`config.mk`:
```
export PLATFORM = sky130hd
export DESIGN_NAME = qdl_top
export DESIGN_NICKNAME = d
export VERILOG_FILES = /design/src/shared/qdl_pkg.sv /design/src/shared/qdl_pins_if.sv /design/src/design/qdl_pin_sync.sv /design/src/design/qdl_top.sv
export SDC_FILE = /design/constraint.sdc
export NUM_CORES = 1
export LEC_CHECK = 0
export ABC_AREA = 1
export BUFFER_PORTS_ARGS = -buffer_cell sky130_fd_sc_hd__buf_4
export CAP_MARGIN = 10
export CELL_PAD_IN_SITES_DETAIL_PLACEMENT = 0
export CELL_PAD_IN_SITES_GLOBAL_PLACEMENT = 1
export CORE_UTILIZATION = 35
export DETAILED_ROUTE_END_ITERATION = 10
export PLACE_DENSITY = 0.73
export SLEW_MARGIN = 0
export SYNTH_ARGS = -nofsm -noshare
export SYNTH_HDL_FRONTEND = slang
export SYNTH_SLANG_ARGS = --single-unit
```
`constraint.sdc`:
```
create_clock -name pclk -period 1.7 [get_ports pclk]
set_clock_uncertainty 0.1 [all_clocks]
set_input_delay 0.255 -clock pclk [delete_from_list [all_inputs] [get_ports pclk]]
set_output_delay 0.255 -clock pclk [all_outputs]
set_load 0.02 [all_outputs]
```
`src/shared/qdl_pkg.sv`:
```
// Package: constants, offsets and types for the quad converter serial loader.
package qdl_pkg;

   // ------------------------------------------------------------
   // Frame layout
   // ------------------------------------------------------------
   localparam int unsigned FRAME_BITS = 10;
   localparam int unsigned SHIFT_BITS = 11;
   localparam int unsigned CODE_BITS = 8;
   localparam int unsigned CHANNELS = 4;
   localparam int unsigned CHAN_HI_POS = 9;
   localparam int unsigned CHAN_LO_POS = 8;
   localparam logic [10:0] SHIFT_RST = 11'h000;
   localparam logic [7:0] CODE_RST = 8'h00;

   // ------------------------------------------------------------
   // Pin indices in the synchroniser bundle
   // ------------------------------------------------------------
   localparam int unsigned PIN_SCL = 0;
   localparam int unsigned PIN_SDA = 1;
   localparam int unsigned PIN_LOAD = 2;
   localparam int unsigned PIN_UPD = 3;
   localparam int unsigned PIN_FLT = 4;
   localparam int unsigned NUM_PINS = 5;
   // Idle levels: clock, data and both strobes high, load pin driven.
   localparam logic [4:0] PIN_RST = 5'h0f;

   // ------------------------------------------------------------
   // Register map (byte addresses)
   // ------------------------------------------------------------
   localparam logic [7:0] OFF_CTRL = 8'h00;
   localparam logic [7:0] OFF_STATUS = 8'h04;
   localparam logic [7:0] OFF_INPUT = 8'h08;
   localparam logic [7:0] OFF_OUTPUT = 8'h0c;

   localparam int unsigned CTRL_LINK_EN = 0;
   localparam int unsigned CTRL_SW_UPD = 1;
   localparam logic CTRL_LINK_EN_RST = 1'b1;

   localparam int unsigned ST_TWO_WIRE = 0;
   localparam int unsigned ST_IN_FRAME = 1;
   localparam int unsigned ST_ARMED = 2;
   localparam int unsigned ST_BITS_LSB = 4;
   localparam int unsigned ST_LOADS_LSB = 8;
   localparam int unsigned ST_CHAN_LSB = 16;
   localparam logic [3:0] BITS_RST = 4'h0;
   localparam logic [7:0] LOADS_RST = 8'h00;
   localparam logic [31:0] DATA_RST = 32'h0000_0000;

   // ------------------------------------------------------------
   // Two-wire frame tracker
   // ------------------------------------------------------------
   typedef enum logic [1:0] {
      TW_IDLE,
      TW_ARMED,
      TW_FRAME
   } qdl_tw_e;

endpackage

```
`src/shared/qdl_pins_if.sv`:
```
// Interface: synchronised pin levels and their previous samples.
`timescale 1ns/10ps
interface qdl_pins_if;
   logic [4:0] lvl;
   logic [4:0] prev;

   modport src (
      output lvl,
      output prev
   );

   modport dst (
      input lvl,
      input prev
   );
endinterface

```
`src/design/qdl_pin_sync.sv`:
```
// Module: two-flop synchronisers plus one history stage for the serial pins.
`timescale 1ns/10ps
module qdl_pin_sync (
   input wire logic pclk,
   input wire logic presetn,
   input wire logic [4:0] pins_raw,
   qdl_pins_if.src pins
);

   logic [4:0] meta;
   logic [4:0] stable;
   logic [4:0] hist;

   // ------------------------------------------------------------
   // Synchroniser
   // ------------------------------------------------------------
   // The first stage is read only by the second one; edges are found
   // between the second and third stages.
   always_ff @(posedge pclk or negedge presetn) begin
      if (!presetn) begin
         meta <= qdl_pkg::PIN_RST;
         stable <= qdl_pkg::PIN_RST;
         hist <= qdl_pkg::PIN_RST;
      end else begin
         meta <= pins_raw;
         stable <= meta;
         hist <= stable;
      end
   end

   assign pins.lvl = stable;
   assign pins.prev = hist;

endmodule // qdl_pin_sync

```
`src/design/qdl_top.sv`:
```
// Module: serial loader of a quad 8-bit converter with an APB register view.
//
// Contract
// - Floating load pin selects 2-wire, driven high 3-wire.
// - 3-wire samples data on clock fall, 10 bits.
// - Channel bits first, then code MSB to LSB.
// - Channel bits pick input register A to D.
// - Load low, clock high, update high loads register.
// - Update low copies all input registers to outputs.
// - Bits leaving the shift register drive chain output.
// - Start is data fall, then clock fall.
// - Start shifts a zero; register grows to 11.
// - Stop is data low, clock rise, data rise.
`timescale 1ns/10ps
module qdl_top (
   input wire logic pclk,
   input wire logic presetn,
   input wire logic [7:0] paddr,
   input wire logic psel,
   input wire logic penable,
   input wire logic pwrite,
   input wire logic [31:0] pwdata,
   input wire logic [3:0] pstrb,
   output logic [31:0] prdata,
   output logic pready,
   output logic pslverr,
   input wire logic serial_data,
   input wire logic shift_clock,
   input wire logic frame_load_n,
   input wire logic frame_load_float,
   input wire logic output_update_strobe_n,
   output logic serial_chain_out,
   output logic [31:0] dac_codes
);

   // ------------------------------------------------------------
   // Helpers
   // ------------------------------------------------------------
   typedef logic [7:0] qdl_code_t [4];

   // Packs four codes with channel A in the lowest byte.
   function automatic logic [31:0] qdl_pack(input qdl_code_t codes);
      logic [31:0] word;
      word = 32'h0000_0000;
      for (int i = 0; i < 4; i++) begin
         word[i*8 +: 8] = codes[i];
      end
      return word;
   endfunction

   // ------------------------------------------------------------
   // Pin synchronisation
   // ------------------------------------------------------------
   qdl_pins_if pins ();

   wire logic [4:0] pins_raw;

   assign pins_raw[qdl_pkg::PIN_SCL] = shift_clock;
   assign pins_raw[qdl_pkg::PIN_SDA] = serial_data;
   assign pins_raw[qdl_pkg::PIN_LOAD] = frame_load_n;
   assign pins_raw[qdl_pkg::PIN_UPD] = output_update_strobe_n;
   assign pins_raw[qdl_pkg::PIN_FLT] = frame_load_float;

   qdl_pin_sync u_sync (
      .pclk(pclk),
      .presetn(presetn),
      .pins_raw(pins_raw),
      .pins(pins.src)
   );

   // ------------------------------------------------------------
   // Pin levels and edges
   // ------------------------------------------------------------
   wire logic scl_now;
   wire logic scl_was;
   wire logic sda_now;
   wire logic sda_was;
   wire logic load_now;
   wire logic upd_now;
   wire logic two_wire;
   wire logic scl_fall;
   wire logic sda_fall;
   wire logic sda_rise;
   wire logic scl_held_high;

   assign scl_now = pins.lvl[qdl_pkg::PIN_SCL];
   assign scl_was = pins.prev[qdl_pkg::PIN_SCL];
   assign sda_now = pins.lvl[qdl_pkg::PIN_SDA];
   assign sda_was = pins.prev[qdl_pkg::PIN_SDA];
   assign load_now = pins.lvl[qdl_pkg::PIN_LOAD];
   assign upd_now = pins.lvl[qdl_pkg::PIN_UPD];
   // The pad reports a floating load pin; its pull-up would read high.
   assign two_wire = pins.lvl[qdl_pkg::PIN_FLT];
   assign scl_fall = scl_was & ~scl_now;
   assign sda_fall = sda_was & ~sda_now;
   assign sda_rise = ~sda_was & sda_now;
   assign scl_held_high = scl_was & scl_now;

   // ------------------------------------------------------------
   // Register state
   // ------------------------------------------------------------
   logic link_en;
   logic sw_update;
   logic [10:0] shreg;
   logic [3:0] bit_count;
   logic [7:0] load_count;
   logic [1:0] last_chan;
   logic load_seen;
   qdl_code_t in_reg;
   qdl_code_t out_reg;
   qdl_pkg::qdl_tw_e tw_state;
   qdl_pkg::qdl_tw_e next_tw_state;

   // ------------------------------------------------------------
   // Two-wire start and stop detection
   // ------------------------------------------------------------
   wire logic tw_active;
   wire logic start_arm;
   wire logic start_take;
   wire logic stop_seen;

   assign tw_active = link_en & two_wire;
   // Data falling while the clock stays high arms a start.
   assign start_arm = tw_active & sda_fall & scl_held_high;
   // The clock falling with data low completes the start.
   assign start_take = tw_active & (tw_state == qdl_pkg::TW_ARMED) &
                       scl_fall & ~sda_was;
   // Data rising while the clock stays high ends the frame.
   assign stop_seen = tw_active & (tw_state == qdl_pkg::TW_FRAME) &
                      sda_rise & scl_held_high;

   always_comb begin
      next_tw_state = tw_state;
      unique case (tw_state)
         qdl_pkg::TW_IDLE: begin
            if (start_arm) begin
               next_tw_state = qdl_pkg::TW_ARMED;
            end
         end
         qdl_pkg::TW_ARMED: begin
            if (start_take) begin
               next_tw_state = qdl_pkg::TW_FRAME;
            end else if (sda_rise & scl_held_high) begin
               next_tw_state = qdl_pkg::TW_IDLE;
            end
         end
         qdl_pkg::TW_FRAME: begin
            // A data fall with the clock high retriggers a start.
            if (stop_seen) begin
               next_tw_state = qdl_pkg::TW_IDLE;
            end else if (start_arm) begin
               next_tw_state = qdl_pkg::TW_ARMED;
            end
         end
      endcase
      if (!tw_active) begin
         next_tw_state = qdl_pkg::TW_IDLE;
      end
   end

   always_ff @(posedge pclk or negedge presetn) begin
      if (!presetn) begin
         tw_state <= qdl_pkg::TW_IDLE;
      end else begin
         tw_state <= next_tw_state;
      end
   end

   // ------------------------------------------------------------
   // Shift register
   // ------------------------------------------------------------
   wire logic shift_3w;
   wire logic shift_2w;
   wire logic shift_evt;
   wire logic shift_bit;
   wire logic leaving_bit;

   // The level just before the fall is used, so data may move
   // as soon as the clock is low.
   assign shift_3w = link_en & ~two_wire & scl_fall;
   assign shift_2w = start_take |
                     (tw_active & (tw_state == qdl_pkg::TW_FRAME) & scl_fall);
   assign shift_evt = shift_3w | shift_2w;
   assign shift_bit = start_take ? 1'b0 : sda_was;
   // The 3-wire path is ten stages, the 2-wire path eleven.
   assign leaving_bit = two_wire ? shreg[qdl_pkg::SHIFT_BITS-1]
                                 : shreg[qdl_pkg::FRAME_BITS-1];

   // First bit ends up at the top, so the frame arrives MSB first.
   always_ff @(posedge pclk or negedge presetn) begin
      if (!presetn) begin
         shreg <= qdl_pkg::SHIFT_RST;
      end else if (shift_evt) begin
         shreg <= {shreg[9:0], shift_bit};
      end
   end

   // Chain output changes only when a bit leaves, like a real stage.
   always_ff @(posedge pclk or negedge presetn) begin
      if (!presetn) begin
         serial_chain_out <= 1'b0;
      end else if (shift_evt) begin
         serial_chain_out <= leaving_bit;
      end
   end

   always_ff @(posedge pclk or negedge presetn) begin
      if (!presetn) begin
         bit_count <= qdl_pkg::BITS_RST;
      end else if (start_take || stop_seen) begin
         bit_count <= qdl_pkg::BITS_RST;
      end else if (shift_evt && bit_count != 4'hf) begin
         bit_count <= bit_count + 4'h1;
      end
   end

   // ------------------------------------------------------------
   // Input registers
   // ------------------------------------------------------------
   wire logic load_3w;
   wire logic load_evt;
   wire logic [1:0] frame_chan;
   wire logic [7:0] frame_code;

   assign load_3w = link_en & ~two_wire & ~load_now & scl_now & upd_now;
   assign load_evt = load_3w | stop_seen;
   assign frame_chan = {shreg[qdl_pkg::CHAN_HI_POS], shreg[qdl_pkg::CHAN_LO_POS]};
   assign frame_code = shreg[qdl_pkg::CODE_BITS-1:0];

   // Channel bits 00, 01, 10 and 11 address A, B, C and D.
   always_ff @(posedge pclk or negedge presetn) begin
      if (!presetn) begin
         for (int i = 0; i < 4; i++) begin
            in_reg[i] <= qdl_pkg::CODE_RST;
         end
      end else if (load_evt) begin
         in_reg[frame_chan] <= frame_code;
      end
   end

   // A held 3-wire load counts once, on its first cycle.
   always_ff @(posedge pclk or negedge presetn) begin
      if (!presetn) begin
         load_seen <= 1'b0;
         load_count <= qdl_pkg::LOADS_RST;
         last_chan <= 2'h0;
      end else begin
         load_seen <= load_evt;
         if (load_evt && !load_seen) begin
            load_count <= load_count + 8'h01;
            last_chan <= frame_chan;
         end
      end
   end

   // ------------------------------------------------------------
   // Output code registers
   // ------------------------------------------------------------
   wire logic update_all;

   // The strobe is level sensitive: outputs follow the inputs while low.
   assign update_all = ~upd_now | sw_update;

   always_ff @(posedge pclk or negedge presetn) begin
      if (!presetn) begin
         for (int i = 0; i < 4; i++) begin
            out_reg[i] <= qdl_pkg::CODE_RST;
         end
      end else if (update_all) begin
         out_reg <= in_reg;
      end
   end

   assign dac_codes = qdl_pack(out_reg);

   // ------------------------------------------------------------
   // APB slave
   // ------------------------------------------------------------
   wire logic setup_phase;
   wire logic access_phase;
   wire logic addr_hit;
   wire logic wr_ctrl;
   wire logic [31:0] ctrl_word;
   wire logic [31:0] status_word;
   wire logic [31:0] rd_mux;

   assign setup_phase = psel & ~penable;
   assign access_phase = psel & penable;
   assign addr_hit = (paddr == qdl_pkg::OFF_CTRL) | (paddr == qdl_pkg::OFF_STATUS) |
                     (paddr == qdl_pkg::OFF_INPUT) | (paddr == qdl_pkg::OFF_OUTPUT);
   // Read data is registered in setup, so every access ends at once.
   assign pready = access_phase;
   assign pslverr = access_phase & ~addr_hit;
   assign wr_ctrl = access_phase & pwrite & pstrb[0] & (paddr == qdl_pkg::OFF_CTRL);

   assign ctrl_word = {31'h0000_0000, link_en};

   assign status_word = {14'h0000, last_chan, load_count, bit_count, 1'b0,
                         tw_state == qdl_pkg::TW_ARMED,
                         tw_state == qdl_pkg::TW_FRAME, two_wire};

   assign rd_mux = (paddr == qdl_pkg::OFF_CTRL) ? ctrl_word :
                   (paddr == qdl_pkg::OFF_STATUS) ? status_word :
                   (paddr == qdl_pkg::OFF_INPUT) ? qdl_pack(in_reg) :
                   (paddr == qdl_pkg::OFF_OUTPUT) ? qdl_pack(out_reg) :
                   qdl_pkg::DATA_RST;

   always_ff @(posedge pclk or negedge presetn) begin
      if (!presetn) begin
         prdata <= qdl_pkg::DATA_RST;
      end else if (setup_phase && !pwrite) begin
         prdata <= rd_mux;
      end
   end

   // Software update is a one-cycle pulse; the bit never reads back.
   always_ff @(posedge pclk or negedge presetn) begin
      if (!presetn) begin
         link_en <= qdl_pkg::CTRL_LINK_EN_RST;
         sw_update <= 1'b0;
      end else begin
         sw_update <= wr_ctrl & pwdata[qdl_pkg::CTRL_SW_UPD];
         if (wr_ctrl) begin
            link_en <= pwdata[qdl_pkg::CTRL_LINK_EN];
         end
      end
   end

endmodule // qdl_top

```
==> impl_metrics.ini, run 1 <==
[die]
io_pins = 121
die_x_microns = 135
die_y_microns = 135
core_area_sq_um = 17400
initial_utilization_pct = 35.9
rows = 48
fp.dieArea_sq_um = 18300

[logic_synthesis]
syn_area_per_cell_sq_um = 9.25
synth_cell_types = 31
synthesis.nets = 732
netlist_area_sq_um = 6230
yosysWarnings = 0
yosysSeqAreaShare_pct = 56.0
syn_inst = 674
ys_ff_latch = 139

[layout]
syn_to_final_growth_pct = 31.1
diodes = 0
final_common_cell = nand2_1
final_core_utilization_pct = 47.1
drive_above_1_share_pct = 29.1
regArea_sq_um = 3490
multi_input_area_sq_um = 2560
fillers = 1647
final_nets = 850
layout_common_cells = nand2_1, dfrtp_1, buf_4

[setup_path]
path_depth = 7
cp_top_family = simple AND/OR/NAND/NOR gates
r2r_start = u_sync.pins.lvl[0]
cp_max_fo = 6
worst-path-buf-inv = 1
rrSetupSlack_ns = 0.06
r2r_cells = 7
cp.arrival_ns = 1.84
crit_required_ns = 1.90
endpoint_kind = register
r2r_end = load_count[3]
crit_chain = nand2_1 > nor2_2 > nand3_4 > nand2_8 > buf_6 > nand3_2 > xor2_1
slowest_stage = dfstp_2
worstSetupPathType = register to register
max_stage_delay_ns = 0.54
cp-start-kind = register

[timing]
max_freq_mhz = 610
finalCritPeriodShare_pct = 96.5
hold_viol = 0
worst_pin_slew_ns = 0.471
final.min_clock_period_ns = 1.64
setup_viol = 0
final.setup.tns_ns = 0
slew_headroom_pct = 68.6
rsz0062_at_grt = true
layout_setup_ws_ns = 0.0602
slew_violations = 0
holdWs_ns = 0.0944

[clock_network]
clkSinkCount = 139
clk_latency_ns = 0.42
h-tree-depth = 4
cts_buffer_depth = 2
cts_root_buf = clkbuf_16
cts_tree = yes
cts_buffers = 17
path_clk_slew_ns = 0.06

[drt]
route.detailed.drc = 0
wire_per_inst_microns = 15.7
drtPass1Iterations = 6
ant_nets = 0
vias = 5069
routed_wl_mm = 16.2
drt_iter0_markers = 255
vias_per_cell = 4.92

[placed_design]
dp_slack_ns = -0.0667
port_buffers = 87
dp_hpwl_mm = 10.9
gp_congestion = 0.807

[power]
ir_worst_vdd_uv = 641
powerDensity_nw_per_um2 = 920
p_leak_nw = 4.01
p_total_w = 0.00752

[global_route]
grt_overflow = 0
grt_max_degree = 43
grt_pass1_wl_mm = 25.8
grt.total_usage_pct = 18.5
grt_pass1_vias = 5022
grt_antenna_before_repair = 0

[min_path]
hp-class = input pin to register
hold_end = sw_update
holdPathStages = 3
hold_start = pstrb[0]

[run_status]
status = finished clean

[run]
cap_violations = 0
per-stage QoR:
step / std cells / area [sq um]
final: 1030 / 8170
after global routing: 1030 / 8170
after CTS: 1023 / 7990
after detailed placement: 983 / 7280
after global placement: 983 / 7280
after floorplan: 674 / 6230
worst max-delay path by stage:
stage / startpoint / to / slack [ns]
after CTS: tw_state[0] / in_reg[16] / 0.002
after global routing: u_sync.pins.prev[0] / tw_state[1] / -0.02
final: u_sync.pins.lvl[0] / load_count[3] / 0.06
after floorplan: tw_state[0] / in_reg[22] / 0.1
after global placement: tw_state[0] / in_reg[0] / 0.005
after detailed placement: tw_state[0] / in_reg[3] / -0.07
cell usage after synthesis:
| library cell | n | share of area, % |
|---|---|---|
| nor3_4 | 1 | 0.26 |
| buf_6 | 4 | 0.72 |
| o21ai_0 | 38 | 3.1 |
| nor2_1 | 27 | 1.6 |
| o21ai_1 | 18 | 1.4 |
| dfrtp_1 | 128 | 51 |
| ha_1 | 4 | 0.80 |
| nand3_1 | 67 | 5.4 |
| o21ai_2 | 8 | 1.1 |
| nand2_1 | 215 | 13 |
| xor2_1 | 6 | 0.84 |
| nand4_1 | 6 | 0.60 |
| buf_12 | 1 | 0.32 |
| a21oi_1 | 10 | 0.80 |
| a31oi_1 | 2 | 0.20 |
| inv_2 | 5 | 0.30 |
| mux2_2 | 31 | 5.6 |
| buf_2 | 10 | 0.80 |
| nand2_2 | 4 | 0.40 |
| dfstp_2 | 11 | 4.6 |
| nor2_2 | 4 | 0.40 |
| a21boi_0 | 2 | 0.24 |
| clkbuf_1 | 8 | 0.48 |
| nor2_4 | 4 | 0.72 |
| buf_4 | 3 | 0.36 |
| nand3_2 | 1 | 0.16 |
| nor3_1 | 2 | 0.16 |
| nand2_4 | 2 | 0.36 |
| or2_2 | 1 | 0.10 |
| inv_1 | 48 | 2.9 |
| nand3_4 | 3 | 0.84 |
worst reg2reg max path, stage by stage, from the launching register on:
cell	delay (ns)
dfstp_2	0.54
nand2_1	0.07
nor2_2	0.14
nand3_4	0.16
nand2_8	0.17
buf_6	0.14
nand3_2	0.06
xor2_1	0.15
per-layer routing:
| metal | vias up | GRT usage, % | part of all wire (%) |
|---|---|---|---|
| met5 | - | 0 | 0 |
| met4 | 0 | 6.74 | 1.1 |
| met3 | 14 | 3.97 | 3.9 |
| met2 | 108 | 31.6 | 51 |
| met1 | 2516 | 23.0 | 44 |
| li1 | 2431 | - | - |
power breakdown:
part	leakage [nW]	internal [W]	switching, W
combinational	1.82	0.000120	0.000203
clock	0.293	0.00249	0.00134
sequential	1.90	0.00334	0.0000154
total	4.01	0.00596	0.00156
cells by family after synthesis:
logic type / count (synthesis) / synth area share [%]
adder cells (fa/ha/maj): 4 / 0.803
multiplexers: 31 / 5.60
AO/OA/AOI/OAI: 78 / 6.87
flip-flops: 139 / 56.0
XOR/XNOR: 6 / 0.843
AND/OR/NAND/NOR: 337 / 24.0
buffers and inverters: 79 / 5.88
repair_timing:
action,in CTS,in global routing
setup buffers,0,2
gates cloned,0,5
gates resized for setup,6,30
pin swaps,1,8
hold buffers,8,0
hold endpoints to repair,44,0
setup endpoints to repair,12,43
area by class of cell:
type	count	area share, %
sequential	139	42.7
multi-input combinational	461	31.3
timing repair buffer	120	12.6
clock buffer	25	5.70
tap	225	3.45
inverter	53	2.44
clock inverter	7	1.70
Note: power is estimated with default switching activity, not from simulation.
==> inputs of run 2 (changes only) <==
--- a/config.mk
+++ b/config.mk
@@ -12,8 +12,9 @@
 export CELL_PAD_IN_SITES_GLOBAL_PLACEMENT = 1
 export CORE_UTILIZATION = 35
 export DETAILED_ROUTE_END_ITERATION = 10
-export PLACE_DENSITY = 0.73
+export PLACE_DENSITY = 0.76
 export SLEW_MARGIN = 0
 export SYNTH_ARGS = -nofsm -noshare
 export SYNTH_HDL_FRONTEND = slang
+export SYNTH_HIERARCHICAL = 1
 export SYNTH_SLANG_ARGS = --single-unit
==> run 2 against run 1 <==
  * Core utilization down 0.10 points
  * Maximum frequency up 1.6%
  * Final cell count up 2.1%
  * Via count down 1.6%
  * Critical path type unchanged
  * Critical endpoint is now load_count[0]
  * Largest power group unchanged
==> impl_metrics.ini, run 2 <==
[clock_network]
h-tree-depth = 4
cts_tree = yes
clkSinkCount = 139
cts_buffer_depth = 2
cts_root_buf = clkbuf_16
clk_latency_ns = 0.41
path_clk_slew_ns = 0.06
cts_buffers = 17

[layout]
diodes = 0
final_common_cell = nand2_1
final_nets = 873
layout_common_cells = nand2_1, dfrtp_1, buf_4
fillers = 1661
regArea_sq_um = 3490
drive_above_1_share_pct = 28.7
multi_input_area_sq_um = 2480
final_core_utilization_pct = 47.0
syn_to_final_growth_pct = 31.2

[logic_synthesis]
yosysWarnings = 6
synthesis.nets = 745
syn_area_per_cell_sq_um = 9.01
netlist_area_sq_um = 6190
syn_inst = 687

[setup_path]
endpoint_kind = register
cp.arrival_ns = 1.81
cp-start-kind = register
crit_required_ns = 1.90
worstSetupPathType = register to register
cp_max_fo = 13

[drt]
vias = 4989
wire_per_inst_microns = 14.7
vias_per_cell = 4.74
ant_nets = 0
routed_wl_mm = 15.5
drt_iter0_markers = 269
route.detailed.drc = 0
drtPass1Iterations = 5

[timing]
max_freq_mhz = 619
setup_viol = 0
slew_violations = 0
finalCritPeriodShare_pct = 95.0
final.min_clock_period_ns = 1.61
worst_pin_slew_ns = 0.479
hold_viol = 0
rsz0062_at_grt = false
slew_headroom_pct = 68.1
holdWs_ns = 0.103

[placed_design]
gp_congestion = 0.821
dp_hpwl_mm = 10.8
port_buffers = 87

[global_route]
grt_antenna_before_repair = 0
grt_max_degree = 46
grt_overflow = 0
grt.total_usage_pct = 18.2
grt_pass1_wl_mm = 25.1
grt_pass1_vias = 4936

[die]
fp.dieArea_sq_um = 18200
initial_utilization_pct = 35.8
die_y_microns = 135
io_pins = 121
core_area_sq_um = 17300
rows = 48
die_x_microns = 135

[run]
cap_violations = 0

[power]
powerDensity_nw_per_um2 = 904
p_leak_nw = 4.20
p_total_w = 0.00734
ir_worst_vdd_uv = 746

[run_status]
status = finished clean

[min_path]
hp-class = input pin to register
[run 2: cell type report]
cell class,count,share of cell area (%)
Multi-Input combinational cell,482,30.5
Tap cell,225,3.47
Inverter,40,1.85
Clock inverter,11,1.79
Timing Repair Buffer,135,14.0
Clock buffer,20,5.38
Sequential cell,139,43.0
[run 2: repair_timing]
item	CTS	global route
hold buffers	8	0
buffers inserted	0	1
gates resized for setup	1	25
endpoints found under the setup margin	13	58
hold endpoints to repair	43	0
gates cloned	0	1
pin swaps	0	5
[run 2: report_power, final]
group,internal (W),switching [W],total [W]
clock network,0.00229,0.00136,0.00366
logic,0.000126,0.000200,0.000326
registers,0.00334,0.0000139,0.00336
total,0.00576,0.00158,0.00734
[run 2: routing by layer]
metal / track usage [%] / up-vias / part of all wire, %
met5: 0 / - / 0
met2: 28.8 / 90 / 47
met4: 6.37 / 0 / 1.9
li1: - / 2482 / -
met3: 4.32 / 18 / 3.8
met1: 24.2 / 2399 / 48
[run 2: worst max-delay path, stage by stage (launching register included)]
cell and delay (ns):
dfstp_2 0.55, inv_1 0.06, nor3_2 0.12, nand3_2 0.12, nand2_4 0.16, buf_12 0.13, nand2_8 0.08, xor2_1 0.16
[run 2: path summary, 6_finish.rpt]
| check | cells past startpoint | slack (ns) | to | start |
|---|---|---|---|---|
| worst max-delay path | 7 | 0.09 | load_count[0] | link_en |
| worst min-delay path | 3 | 0.10 | sw_update | pstrb[0] |
| worst max register to register | 7 | 0.09 | load_count[0] | link_en |
| worst min register to register | 0 | 0.25 | u_sync/pins.lvl[4] | u_sync/meta[4] |
| max in group asynchronous | 3 | 0.65 | u_sync/pins.lvl[3] | presetn |
| min in group asynchronous | 2 | 0.25 | prdata[10] | presetn |
[run 2: stage by stage]
step                      instances  instance area [sq um]  worst slack [ns]  TNS (ns)
after floorplan                 687                   6190            0.0980         0
final                          1052                   8120            0.0855         0
after CTS                      1050                   8010            0.0106         0
after detailed placement       1011                   7340           -0.0193   -0.0452
after global routing           1052                   8120           0.00150         0
after global placement         1011                   7340          -0.00986  -0.00986
